<file path="src/logic/gmci_pkg.sv">
// Purpose: shared constants and types for the meter bus command interpreter
// Assumes: ascii command bytes, one per valid strobe
// Notes: settings travel as one packed struct
package gmci_pkg;
  // ---------------------------------------------------------------
  // address and bus constants
  // ---------------------------------------------------------------
  localparam int ADDR_W = 5;
  localparam logic [4:0] ADDR_DEFAULT = 5'h10;
  localparam logic [7:0] LISTEN_BASE = 8'h20;
  localparam logic [7:0] TALK_BASE = 8'h40;
  localparam logic [7:0] CMD_UNL = 8'h3F;
  localparam logic [7:0] CMD_UNT = 8'h5F;
  localparam logic [7:0] CMD_GTL = 8'h01;
  localparam logic [7:0] CMD_SDC = 8'h04;
  localparam logic [7:0] CMD_DCL = 8'h14;
  localparam logic [7:0] CMD_LLO = 8'h11;
  localparam logic [7:0] CHR_0 = 8'h30;
  localparam logic [7:0] CHR_9 = 8'h39;
  localparam logic [7:0] ARG_MAX = 8'h0F;

  // ---------------------------------------------------------------
  // command letters
  // ---------------------------------------------------------------
  localparam logic [7:0] LTR_FORM = 8'h42;
  localparam logic [7:0] LTR_SCALE = 8'h44;
  localparam logic [7:0] LTR_FILT = 8'h46;
  localparam logic [7:0] LTR_HSK = 8'h48;
  localparam logic [7:0] LTR_PAR = 8'h4B;
  localparam logic [7:0] LTR_FUNC = 8'h4D;
  localparam logic [7:0] LTR_HDR = 8'h4E;
  localparam logic [7:0] LTR_RANGE = 8'h52;
  localparam logic [7:0] LTR_TRIG = 8'h54;
  localparam logic [7:0] LTR_DELIM = 8'h55;
  localparam logic [7:0] LTR_DRIFT = 8'h59;

  // ---------------------------------------------------------------
  // settings and their reset values
  // ---------------------------------------------------------------
  typedef struct packed {
    logic form_bin;
    logic [1:0] scale;
    logic filt_on;
    logic hsk_wait;
    logic [1:0] parity;
    logic [1:0] func;
    logic hdr_off;
    logic [2:0] range;
    logic trig_track;
    logic [2:0] delim;
    logic drift_each;
  } gmci_cfg_t;

  localparam gmci_cfg_t CFG_RESET = '{form_bin: 1'b0, scale: 2'h3, filt_on: 1'b0,
    hsk_wait: 1'b0, parity: 2'h0, func: 2'h0, hdr_off: 1'b0, range: 3'h0,
    trig_track: 1'b1, delim: 3'h0, drift_each: 1'b0};

  typedef enum logic [1:0] {
    GMCI_IDLE = 2'b00,
    GMCI_ARG = 2'b01,
    GMCI_SKIP = 2'b10
  } gmci_pst_t;

  // bus byte as seen by the interface: data and attention flag
  typedef struct packed {
    logic atn;
    logic [7:0] data;
  } gmci_byte_t;
endpackage

</file>
<file path="src/logic/gmci_cmd_table.sv">
// Purpose: decode one command letter and argument into a settings update
// Assumes: argument already collected as a binary value
// Notes: pure combinational, no state
`timescale 1ns/10ps
module gmci_cmd_table (
  input wire logic [7:0] letter,
  input wire logic [7:0] arg,
  input wire gmci_pkg::gmci_cfg_t cfg_in,
  output gmci_pkg::gmci_cfg_t cfg_out,
  output logic bad
);
  always_comb begin
    cfg_out = cfg_in;
    bad = 1'b0;
    // ---------------------------------------------------------------
    // letter decode
    // ---------------------------------------------------------------
    if (letter == gmci_pkg::LTR_FORM) begin
      if (arg > 8'h01) bad = 1'b1;
      else cfg_out.form_bin = arg[0];
    end else if (letter == gmci_pkg::LTR_SCALE) begin
      if (arg > 8'h03) bad = 1'b1;
      else cfg_out.scale = arg[1:0];
    end else if (letter == gmci_pkg::LTR_FILT) begin
      if (arg > 8'h01) bad = 1'b1;
      else cfg_out.filt_on = arg[0];
    end else if (letter == gmci_pkg::LTR_HSK) begin
      if (arg > 8'h01) bad = 1'b1;
      else cfg_out.hsk_wait = arg[0];
    end else if (letter == gmci_pkg::LTR_PAR) begin
      if (arg > 8'h03) bad = 1'b1;
      else cfg_out.parity = arg[1:0];
    end else if (letter == gmci_pkg::LTR_FUNC) begin
      if (arg > 8'h02) bad = 1'b1;
      else cfg_out.func = arg[1:0];
    end else if (letter == gmci_pkg::LTR_HDR) begin
      if (arg > 8'h01) bad = 1'b1;
      else cfg_out.hdr_off = arg[0];
    end else if (letter == gmci_pkg::LTR_RANGE) begin
      if (arg > 8'h07) bad = 1'b1;
      else cfg_out.range = arg[2:0];
    end else if (letter == gmci_pkg::LTR_TRIG) begin
      if (arg > 8'h01) bad = 1'b1;
      else cfg_out.trig_track = arg[0];
    end else if (letter == gmci_pkg::LTR_DELIM) begin
      if (arg > 8'h07) bad = 1'b1;
      else cfg_out.delim = arg[2:0];
    end else if (letter == gmci_pkg::LTR_DRIFT) begin
      if (arg > 8'h01) bad = 1'b1;
      else cfg_out.drift_each = arg[0];
    end else begin
      bad = 1'b1;
    end
    if (bad) cfg_out = cfg_in;
  end
endmodule

</file>
<file path="src/logic/gmci_top.sv">
// Purpose: device side bus address, local/remote state and command string parser
// Assumes: bus bytes arrive already handshaken as one-cycle strobes on clk
// Notes: switches and remote enable are pins and pass two flip-flops
//
// Operation
// - bus address read from five switches
// - listen and talk addresses from device address
// - talk-only switch: permanent talker, never listener
// - new address takes effect on selected device clear
// - released remote enable forces local
// - go-to-local returns a listening device to local
// - lockout with remote disables front panel
// - string is letter then integer, repeated
// - output form decimal or binary
// - scale length zero to three
// - filter off or on
// - handshake free-running or waits listener
// - parity none, odd, even, forced
// - function dc volts, resistance, ac volts
// - header literals normal or suppressed
// - range autorange or fixed one to seven
// - trigger single sample or track
// - record delimiter selection zero to seven
// - drift correction normal or each reading
`timescale 1ns/10ps
module gmci_top (
  input wire logic clk,
  input wire logic sys_rst,
  input wire logic [4:0] addr_sw,
  input wire logic talk_only_sw,
  input wire logic ren_n,
  input wire logic byte_valid,
  input wire gmci_pkg::gmci_byte_t bus_byte,
  input wire logic panel_req,
  output logic listening,
  output logic talking,
  output logic remote,
  output logic lockout,
  output logic panel_en,
  output logic [4:0] active_addr,
  output gmci_pkg::gmci_cfg_t cfg,
  output logic cmd_error,
  output logic dev_clear
);
  // ---------------------------------------------------------------
  // pin synchronisers
  // ---------------------------------------------------------------
  logic [6:0] pin_meta;
  logic [6:0] pin_sync;
  // no reset here: the chain must hold the real pins when reset lets go
  always_ff @(posedge clk) begin
    pin_meta <= {ren_n, talk_only_sw, addr_sw};
    pin_sync <= pin_meta;
  end
  logic [4:0] sw_addr;
  logic sw_talk_only;
  logic ren_rel;
  assign sw_addr = pin_sync[4:0];
  assign sw_talk_only = pin_sync[5];
  assign ren_rel = pin_sync[6];

  // ---------------------------------------------------------------
  // state
  // ---------------------------------------------------------------
  typedef struct packed {
    logic loaded;
    logic [4:0] addr;
    logic lsn;
    logic tlk;
    logic rem;
    logic llo;
    gmci_pkg::gmci_pst_t pst;
    logic [7:0] letter;
    logic [7:0] arg;
    logic err;
    logic clr;
    gmci_pkg::gmci_cfg_t cfg;
  } gmci_state_t;

  gmci_state_t st;
  gmci_state_t next_st;

  logic [7:0] my_listen;
  logic [7:0] my_talk;
  logic is_digit;
  logic [7:0] digit;
  logic [11:0] arg_mul;
  gmci_pkg::gmci_cfg_t tbl_cfg;
  logic tbl_bad;
  logic data_byte;
  logic cmd_byte;

  assign my_listen = gmci_pkg::LISTEN_BASE | {3'h0, st.addr};
  assign my_talk = gmci_pkg::TALK_BASE | {3'h0, st.addr};
  assign is_digit = bus_byte.data >= gmci_pkg::CHR_0 && bus_byte.data <= gmci_pkg::CHR_9;
  assign digit = bus_byte.data - gmci_pkg::CHR_0;
  assign arg_mul = {4'h0, st.arg} * 12'h00A + {4'h0, digit};
  assign data_byte = byte_valid && !bus_byte.atn && st.lsn;
  assign cmd_byte = byte_valid && bus_byte.atn;

  gmci_cmd_table gmci_cmd_table_inst (
    .letter(st.letter),
    .arg(st.arg),
    .cfg_in(st.cfg),
    .cfg_out(tbl_cfg),
    .bad(tbl_bad)
  );

  always_comb begin
    next_st = st;
    next_st.clr = 1'b0;
    next_st.err = 1'b0;
    // capture the address once after reset
    if (!st.loaded) begin
      next_st.addr = sw_addr;
      next_st.loaded = 1'b1;
    end
    // -------------------------------------------------------------
    // interface messages
    // -------------------------------------------------------------
    if (cmd_byte) begin
      if (bus_byte.data == my_listen && !sw_talk_only) begin
        next_st.lsn = 1'b1;
        if (!ren_rel) next_st.rem = 1'b1;
      end else if (bus_byte.data == gmci_pkg::CMD_UNL) begin
        next_st.lsn = 1'b0;
      end else if (bus_byte.data == my_talk) begin
        next_st.tlk = 1'b1;
        if (!ren_rel) next_st.rem = 1'b1;
      end else if (bus_byte.data == gmci_pkg::CMD_UNT ||
                   (bus_byte.data[7:5] == 3'h2 && bus_byte.data != my_talk)) begin
        next_st.tlk = 1'b0;
      end else if (bus_byte.data == gmci_pkg::CMD_GTL && st.lsn) begin
        next_st.rem = 1'b0;
      end else if (bus_byte.data == gmci_pkg::CMD_LLO) begin
        next_st.llo = 1'b1;
      end else if ((bus_byte.data == gmci_pkg::CMD_SDC && st.lsn) ||
                   bus_byte.data == gmci_pkg::CMD_DCL) begin
        // reload switches only here: a live switch change must not move us
        if (bus_byte.data == gmci_pkg::CMD_SDC) next_st.addr = sw_addr;
        next_st.cfg = gmci_pkg::CFG_RESET;
        next_st.pst = gmci_pkg::GMCI_IDLE;
        next_st.clr = 1'b1;
      end
    end
    // -------------------------------------------------------------
    // command string parser
    // -------------------------------------------------------------
    if (data_byte) begin
      case (st.pst)
        gmci_pkg::GMCI_IDLE: begin
          if (!is_digit) begin
            next_st.letter = bus_byte.data;
            next_st.arg = 8'h00;
            next_st.pst = gmci_pkg::GMCI_ARG;
          end else begin
            next_st.err = 1'b1;
          end
        end
        gmci_pkg::GMCI_ARG: begin
          if (is_digit) begin
            if (arg_mul > {4'h0, gmci_pkg::ARG_MAX}) begin
              next_st.arg = gmci_pkg::ARG_MAX;
            end else begin
              next_st.arg = arg_mul[7:0];
            end
            next_st.pst = gmci_pkg::GMCI_SKIP;
          end else begin
            next_st.err = 1'b1;
            next_st.letter = bus_byte.data;
            next_st.arg = 8'h00;
          end
        end
        gmci_pkg::GMCI_SKIP: begin
          if (is_digit) begin
            if (arg_mul > {4'h0, gmci_pkg::ARG_MAX}) begin
              next_st.arg = gmci_pkg::ARG_MAX;
            end else begin
              next_st.arg = arg_mul[7:0];
            end
          end else begin
            // a letter ends the previous command and opens the next
            next_st.cfg = tbl_cfg;
            next_st.err = tbl_bad;
            next_st.letter = bus_byte.data;
            next_st.arg = 8'h00;
            next_st.pst = gmci_pkg::GMCI_ARG;
          end
        end
        default: next_st.pst = gmci_pkg::GMCI_IDLE;
      endcase
    end else if (st.pst == gmci_pkg::GMCI_SKIP && (cmd_byte || !st.lsn) && !next_st.clr) begin
      // attention or unlisten closes the string, unless a clear wipes it
      next_st.cfg = tbl_cfg;
      next_st.err = tbl_bad;
      next_st.pst = gmci_pkg::GMCI_IDLE;
    end
    // talk-only overrides addressing
    if (sw_talk_only) begin
      next_st.tlk = 1'b1;
      next_st.lsn = 1'b0;
    end
    if (ren_rel) begin
      next_st.rem = 1'b0;
      next_st.llo = 1'b0;
    end
  end

  always_ff @(posedge clk) begin
    if (sys_rst) begin
      st <= '{loaded: 1'b0, addr: gmci_pkg::ADDR_DEFAULT, lsn: 1'b0, tlk: 1'b0,
        rem: 1'b0, llo: 1'b0, pst: gmci_pkg::GMCI_IDLE, letter: 8'h00, arg: 8'h00,
        err: 1'b0, clr: 1'b0, cfg: gmci_pkg::CFG_RESET};
    end else begin
      st <= next_st;
    end
  end

  // ---------------------------------------------------------------
  // outputs
  // ---------------------------------------------------------------
  assign listening = st.lsn;
  assign talking = st.tlk;
  assign remote = st.rem;
  assign lockout = st.llo;
  // panel works in local unless lockout holds while remote is enabled
  assign panel_en = panel_req && !st.rem && !(st.llo && !ren_rel);
  assign active_addr = st.addr;
  assign cfg = st.cfg;
  assign cmd_error = st.err;
  assign dev_clear = st.clr;
endmodule

</file>
<file path="config.mk">
export PLATFORM = sky130hd
export DESIGN_NAME = gmci_top
export DESIGN_NICKNAME = d
export VERILOG_FILES = /design/src/logic/gmci_pkg.sv /design/src/logic/gmci_cmd_table.sv /design/src/logic/gmci_top.sv
export SDC_FILE = /design/constraint.sdc
export NUM_CORES = 1
export LEC_CHECK = 0
export ABC_AREA = 1
export BUFFER_PORTS_ARGS = -buffer_cell sky130_fd_sc_hd__buf_2
export CORE_UTILIZATION = 55
export CTS_CLUSTER_DIAMETER = 80
export DETAILED_ROUTE_END_ITERATION = 8
export PLACE_DENSITY = 0.78
export SYNTH_ARGS = -nofsm -noshare
export SYNTH_HDL_FRONTEND = slang
export SYNTH_SLANG_ARGS = --single-unit
</file>
<file path="constraint.sdc">
create_clock -name clk -period 3.4 [get_ports clk]
set_input_delay 0.17 -clock clk [delete_from_list [all_inputs] [get_ports clk]]
set_output_delay 0.17 -clock clk [all_outputs]
set_load 0.1 [all_outputs]
</file>
==> Yosys cells after proc, flatten, opt, wreduce, memory -nomap -nowiden <==
Index checks and enable logic that the tools add are counted.
{ "word_totals": {"reg_bits": 62, "latch_bits": 0, "ram_bits": 0, "rom_bits": 0, "inputBits": 20, "mem_count": 0} }
{ "classes": {"n_addsub": 2, "n_mul": 1, "n_div": 0, "order_cmp": 7, "eq_ne": 34, "shift": 0, "mux": 106, "n_bitwise": 3, "n_reduce_logical": 36} }
{ "ops": {"columns": ["cell", "n"], "rows": [
  ["19-bit two-way mux", 8],
  ["18-bit two-way mux", 6],
  ["8-bit by 7-bit == test with 1-bit output (second input constant)", 12],
  ["5-bit two-way mux", 11],
  ["17-bit case mux with 3 select lines", 1],
  ["1-bit two-way mux", 42],
  ["8-bit two-way mux", 4],
  ["2-bit two-way mux", 12],
  ["4-bit two-way mux", 6],
  ["11-bit two-way mux", 2],
  ["3-bit two-way mux", 7],
  ["17-bit two-way mux", 1],
  ["8-bit by 5-bit == test with 1-bit output (second input constant)", 2],
  ["8-bit by 2-bit greater-than comparator with 1-bit output (second input constant)", 2],
  ["15-bit two-way mux", 1],
  ["14-bit two-way mux", 1],
  ["1-bit logical AND", 13],
  ["13-bit two-way mux", 1],
  ["12-bit by 8-bit adder with 12-bit output", 1],
  ["12-bit by 4-bit greater-than comparator with 1-bit output (second input constant)", 1],
  ["2-bit inequality test (second input constant)", 6],
  ["8-bit by 3-bit multiplier with 11-bit output (second input constant)", 1],
  ["10-bit two-way mux", 1],
  ["5-bit inequality test (second input constant)", 2],
  ["31 further kinds", 45]
]} }

==> Longest topological paths before layout <==
{ "logic_depth": {"depth_word": 18, "mapped_depth": 17} }

==> Hierarchy <==
From an unflattened synthesis, not the netlist that was laid out.
{ "hier_totals": {"cells_unflattened": 766, "area_unflattened_um2": 4885.9} }
{ "by_module_without_submodules": {"columns": ["mod", "instances", "cells_each", "area_each_um2", "seq_area_each_um2"], "rows": [
  ["gmci_top", 1, 651, 4317.9, 1241.2],
  ["gmci_cmd_table", 1, 115, 568.0, 0.0]
]} }

==> Worst setup path before layout <==
OpenSTA, ideal clock, no wires.
{ "synth_path": {"path_type": "register to register", "from": "reg st[21] (netlist bit)", "to": "reg st[20] (netlist bit)", "arrival_ps": 2551, "required_ps": 3266, "setup_slack_ps": 716, "stages_incl_launch_ff": 15, "n_path_buf": 0, "synth_period_minus_slack_ps": 2684, "path_cell_list": "dfxtp_1 ha_1 ha_1 fa_1 xor2_1 ha_1 or2_2 nor2_1 nand3_1 nor2_1 nand2_1 nor2_1 nand4_1 nand2_1 a21oi_1"} }
{ "synth_via": {"elab_chain_len": 6} }
{ "synth_rtl": {"columns": ["element", "line_no", "source"], "rows": [
  ["from (decl)", "gmci_top.sv:80", "gmci_state_t st;"],
  ["from (signal assigned)", "gmci_top.sv:211", "st <= '{loaded: 1'b0, addr: gmci_pkg::ADDR_DEFAULT, lsn: 1'b0, tlk: 1'b0,"],
  ["from (signal assigned)", "gmci_top.sv:215", "st <= next_st;"],
  ["8-bit by 3-bit multiplier with 11-bit output", "gmci_top.sv:97", "assign arg_mul = {4'h0, st.arg} * 12'h00A + {4'h0, digit};"],
  ["12-bit by 8-bit adder with 12-bit output", "gmci_top.sv:97", null],
  ["12-bit by 4-bit greater-than comparator with 1-bit output", "gmci_top.sv:162, gmci_top.sv:176", null],
  ["8-bit two-way mux", "gmci_top.sv:162, gmci_top.sv:176", null],
  ["8-bit two-way mux", "gmci_top.sv:161", "if (is_digit) begin"],
  ["17-bit case mux with 3 select lines", "gmci_top.sv:150", "case (st.pst)"]
]} }
Every way passes these cells.
A chain may end at the register's enable or synchronous reset.

==> Worst setup path in the final report <==
Same ends and word-level chain as after synthesis.

==> results.md <==
* Outcome: completed
* Initial antenna violation count at 0
* Setup tns final at 0 ps
* Slew HR at 55.2%
* First-pass GRT wire length at 15.0 mm
* Post-layout minimum cycle time at 2950 ps
* Mean Syn Cell Area at 7.10 µm²
* Final Instance Area at 4360 µm²
* Required time worst endpoint at 3610 ps
* I/O Pins at 50
* Post-CTS setup buffer count at 0
* GRT Total Usage at 25.7%
* Die Width at 86.0 µm
* Ant diodes at 0
* Wire per inst at 12.9 µm
* Inserted Clock Buffers at 9
* PD cells at 407 nW/µm²
* RSZ-0062 raised after global routing: no
* Nets@finish at 624
* Largest net degree at the start of global routing at 27
* Min-delay worst type: input pin to flip-flop
* Post-DP HPWL at 6.37 mm
* CP delay by family, top: adder cells
* Crit path DAT at 3160 ps
* Crit-path slowest cell: dfxtp_1
* Crit path capture type: flip-flop
* Bufs on Longest Clock Path at 2
* DRC Markers at 0
* CP bufs+invs at 0
* Vias/cell at 5.37
* Root Buffer: clkbuf_8
* Seq/Total Area, Yosys at 32.0%
* First DRT Iteration DRCs at 174
* Clock skew at 5.38 ps
* IO Port Bufs at 49
* Share of cells above drive strength 1 at 17.8%
* Crit share post-route at 86.8%
* Post-synthesis cell type count at 38
* Grt total ovfl at 0
* CTS Sinks at 62
* Sequential fraction of design power at 42.1%
* Total of max-cap violations at 0
* Synthesized instance count at 547
* Crit path launch type: flip-flop
* Worst path cell trace: ha_1 > ha_1 > fa_1 > xor2_1 > ha_1 > or2_2 > nor2_1 > nand3_1 > nor2_1 > nand2_1 > nor2_1 > nand4_1 > nand2_1 > a21oi_1
* Crit-path max FO at 7
* Switching share of power at 23.3%
* Core Util, Final at 64.2%
* CTS resizes at 0
* Slew @ Worst Pin at 667 ps
* Mapped cell area at 3880 µm²
* Pre-antenna DRT Iters at 5
* Syn_nets at 591
* Hold Vio Cnt, Final at 0
* # H-tree levels at 3
* Initial Util at 57.2%
* Internal at 1.36 mW
* CP peak stage delay at 480 ps
* Die height at 86.0 µm
* Vias in the first global route at 3504
* Slew Viols, Final at 0
* Lkg Pwr at 2.07 nW
* Max Fclk at 339 MHz
* Antenna-violating nets left at 0
* Combinational fraction of design power at 8.7%
* Yosys warnings at 0
* Routability Congestion at 0.922
* Net Sw Power at 0.413 mW
* Maximum vdd ir drop at 0.377 mV
* Clock share of power at 49.2%
* Core area at 6790 µm²
* Final WL at 8.79 mm
* Skew-Pair Late Insertion Delay at 350 ps
* CTS tree: built
* Clock transition at path regs at 70 ps
* Flops & latches, synth at 62
* Total die area at 7400 µm²
* Rows at 30
* Area delta synth->final at 12.3%
* DR vias at 3654
* Final setup fails at 0
* DP Area at 4020 µm²
* Critical path class: flip-flop to flip-flop
## placed cells by master, fill, tap and decap left out, drive strengths merged, types with 5 or more instances in the layout
cell type	n
a21oi	43
buf	49
clkbuf	10
dfxtp	62
dlygate4sd3	7
ha	22
inv	61
nand2	113
nand3	50
nand4	26
nor2	67
nor3	5
o21ai	27
or2	11
xor2	8
## Yosys cell counts (all sizes together)
library cell,count,area (µm²)
nor2,67,282
nor3b,1,7.51
o211ai,4,30.0
a22oi,1,7.51
nand3b,2,15.0
nand2,113,444
o21a,1,7.51
ha,22,275
buf,29,210
nor3,5,25.0
fa,2,40.0
or2,11,68.8
clkbuf,5,18.8
a21boi,1,7.51
o21ai,27,135
xnor2,3,26.3
xor2,8,70.1
nand3,50,293
inv,61,229
a211oi,2,15.0
o2111ai,1,8.76
nand4,26,178
dfxtp,62,1240
a21oi,43,249
## worst register-to-register path: stages (launching register included)
cell	delay, ps
dfxtp_1	480
ha_1	290
ha_1	230
fa_1	420
xor2_1	180
ha_1	180
or2_2	260
nor2_1	110
nand3_1	80
nor2_1	100
nand2_1	50
nor2_1	190
nand4_1	120
nand2_1	80
a21oi_1	50
## kinds of logic after synthesis
group,count (synthesis),synth area share (%)
buffers and inverters,95,11.8
AO/OA/AOI/OAI,80,11.9
AND/OR/NAND/NOR,275,33.8
flip-flops,62,32.0
adder cells (fa/ha/maj),24,8.12
XOR/XNOR,11,2.48
## flip-flops by register name (all words and copies together), names as in the netlist, 5 cells and up
signal	count
st	19
active_addr	5
pin_sync	7
cfg	18
pin_meta	7
## power groups by stage
stage / combinational, mW / clock (mW) / sequential (mW)
2_1_floorplan: 0.106 / 0 / 0.771
3_3_place_gp: 0.145 / 0 / 0.763
3_5_place_dp: 0.148 / 0 / 0.764
4_1_cts: 0.155 / 0.879 / 0.747
5_1_grt: 0.167 / 0.913 / 0.749
6_report: 0.155 / 0.873 / 0.747
## per-layer routing
layer | track usage [%] | wire length [µm] | up-vias
li1 | - | - | 1848
met1 | 30.2 | 3900 | 1663
met2 | 44.2 | 4170 | 120
met3 | 5.10 | 477 | 23
met4 | 13.2 | 248 | 0
met5 | 0 | 0 | -
## layout make-up
cell class | count | area [µm²]
fill | 606 | 2430
multi-input combinational | 390 | 2180
sequential | 62 | 1240
timing repair buffer | 56 | 315
inverter | 61 | 229
clock buffer | 10 | 138
clock inverter | 6 | 133
tap | 96 | 120
## what timing repair did
item | 4_1_cts | 5_1_grt
setup endpoints to repair | 0 | 0
hold endpoints to repair | 7 | 0
hold buffers | 7 | 0
## per-stage QoR
| step | cells | hold WS (ps) | total power [mW] | setup WS, ps |
|---|---|---|---|---|
| 2_1_floorplan | 547 | 198 | 0.877 | 716 |
| 3_3_place_gp | 658 | 274 | 0.909 | 552 |
| 3_5_place_dp | 658 | 274 | 0.912 | 447 |
| 4_1_cts | 681 | 149 | 1.78 | 439 |
| 5_1_grt | 681 | 174 | 1.83 | 225 |
| 6_report | 681 | 154 | 1.78 | 449 |
## worst paths after layout
path,start,to,slack [ps],cells after the start
hold reg to reg,pin_meta[1],pin_sync[1],330,0
setup reg to reg,st[21],st[20],450,14
hold / removal,bus_byte[6],st[34],150,3
setup / recovery,st[21],st[20],450,14
(Power assumes the default switching activity.)
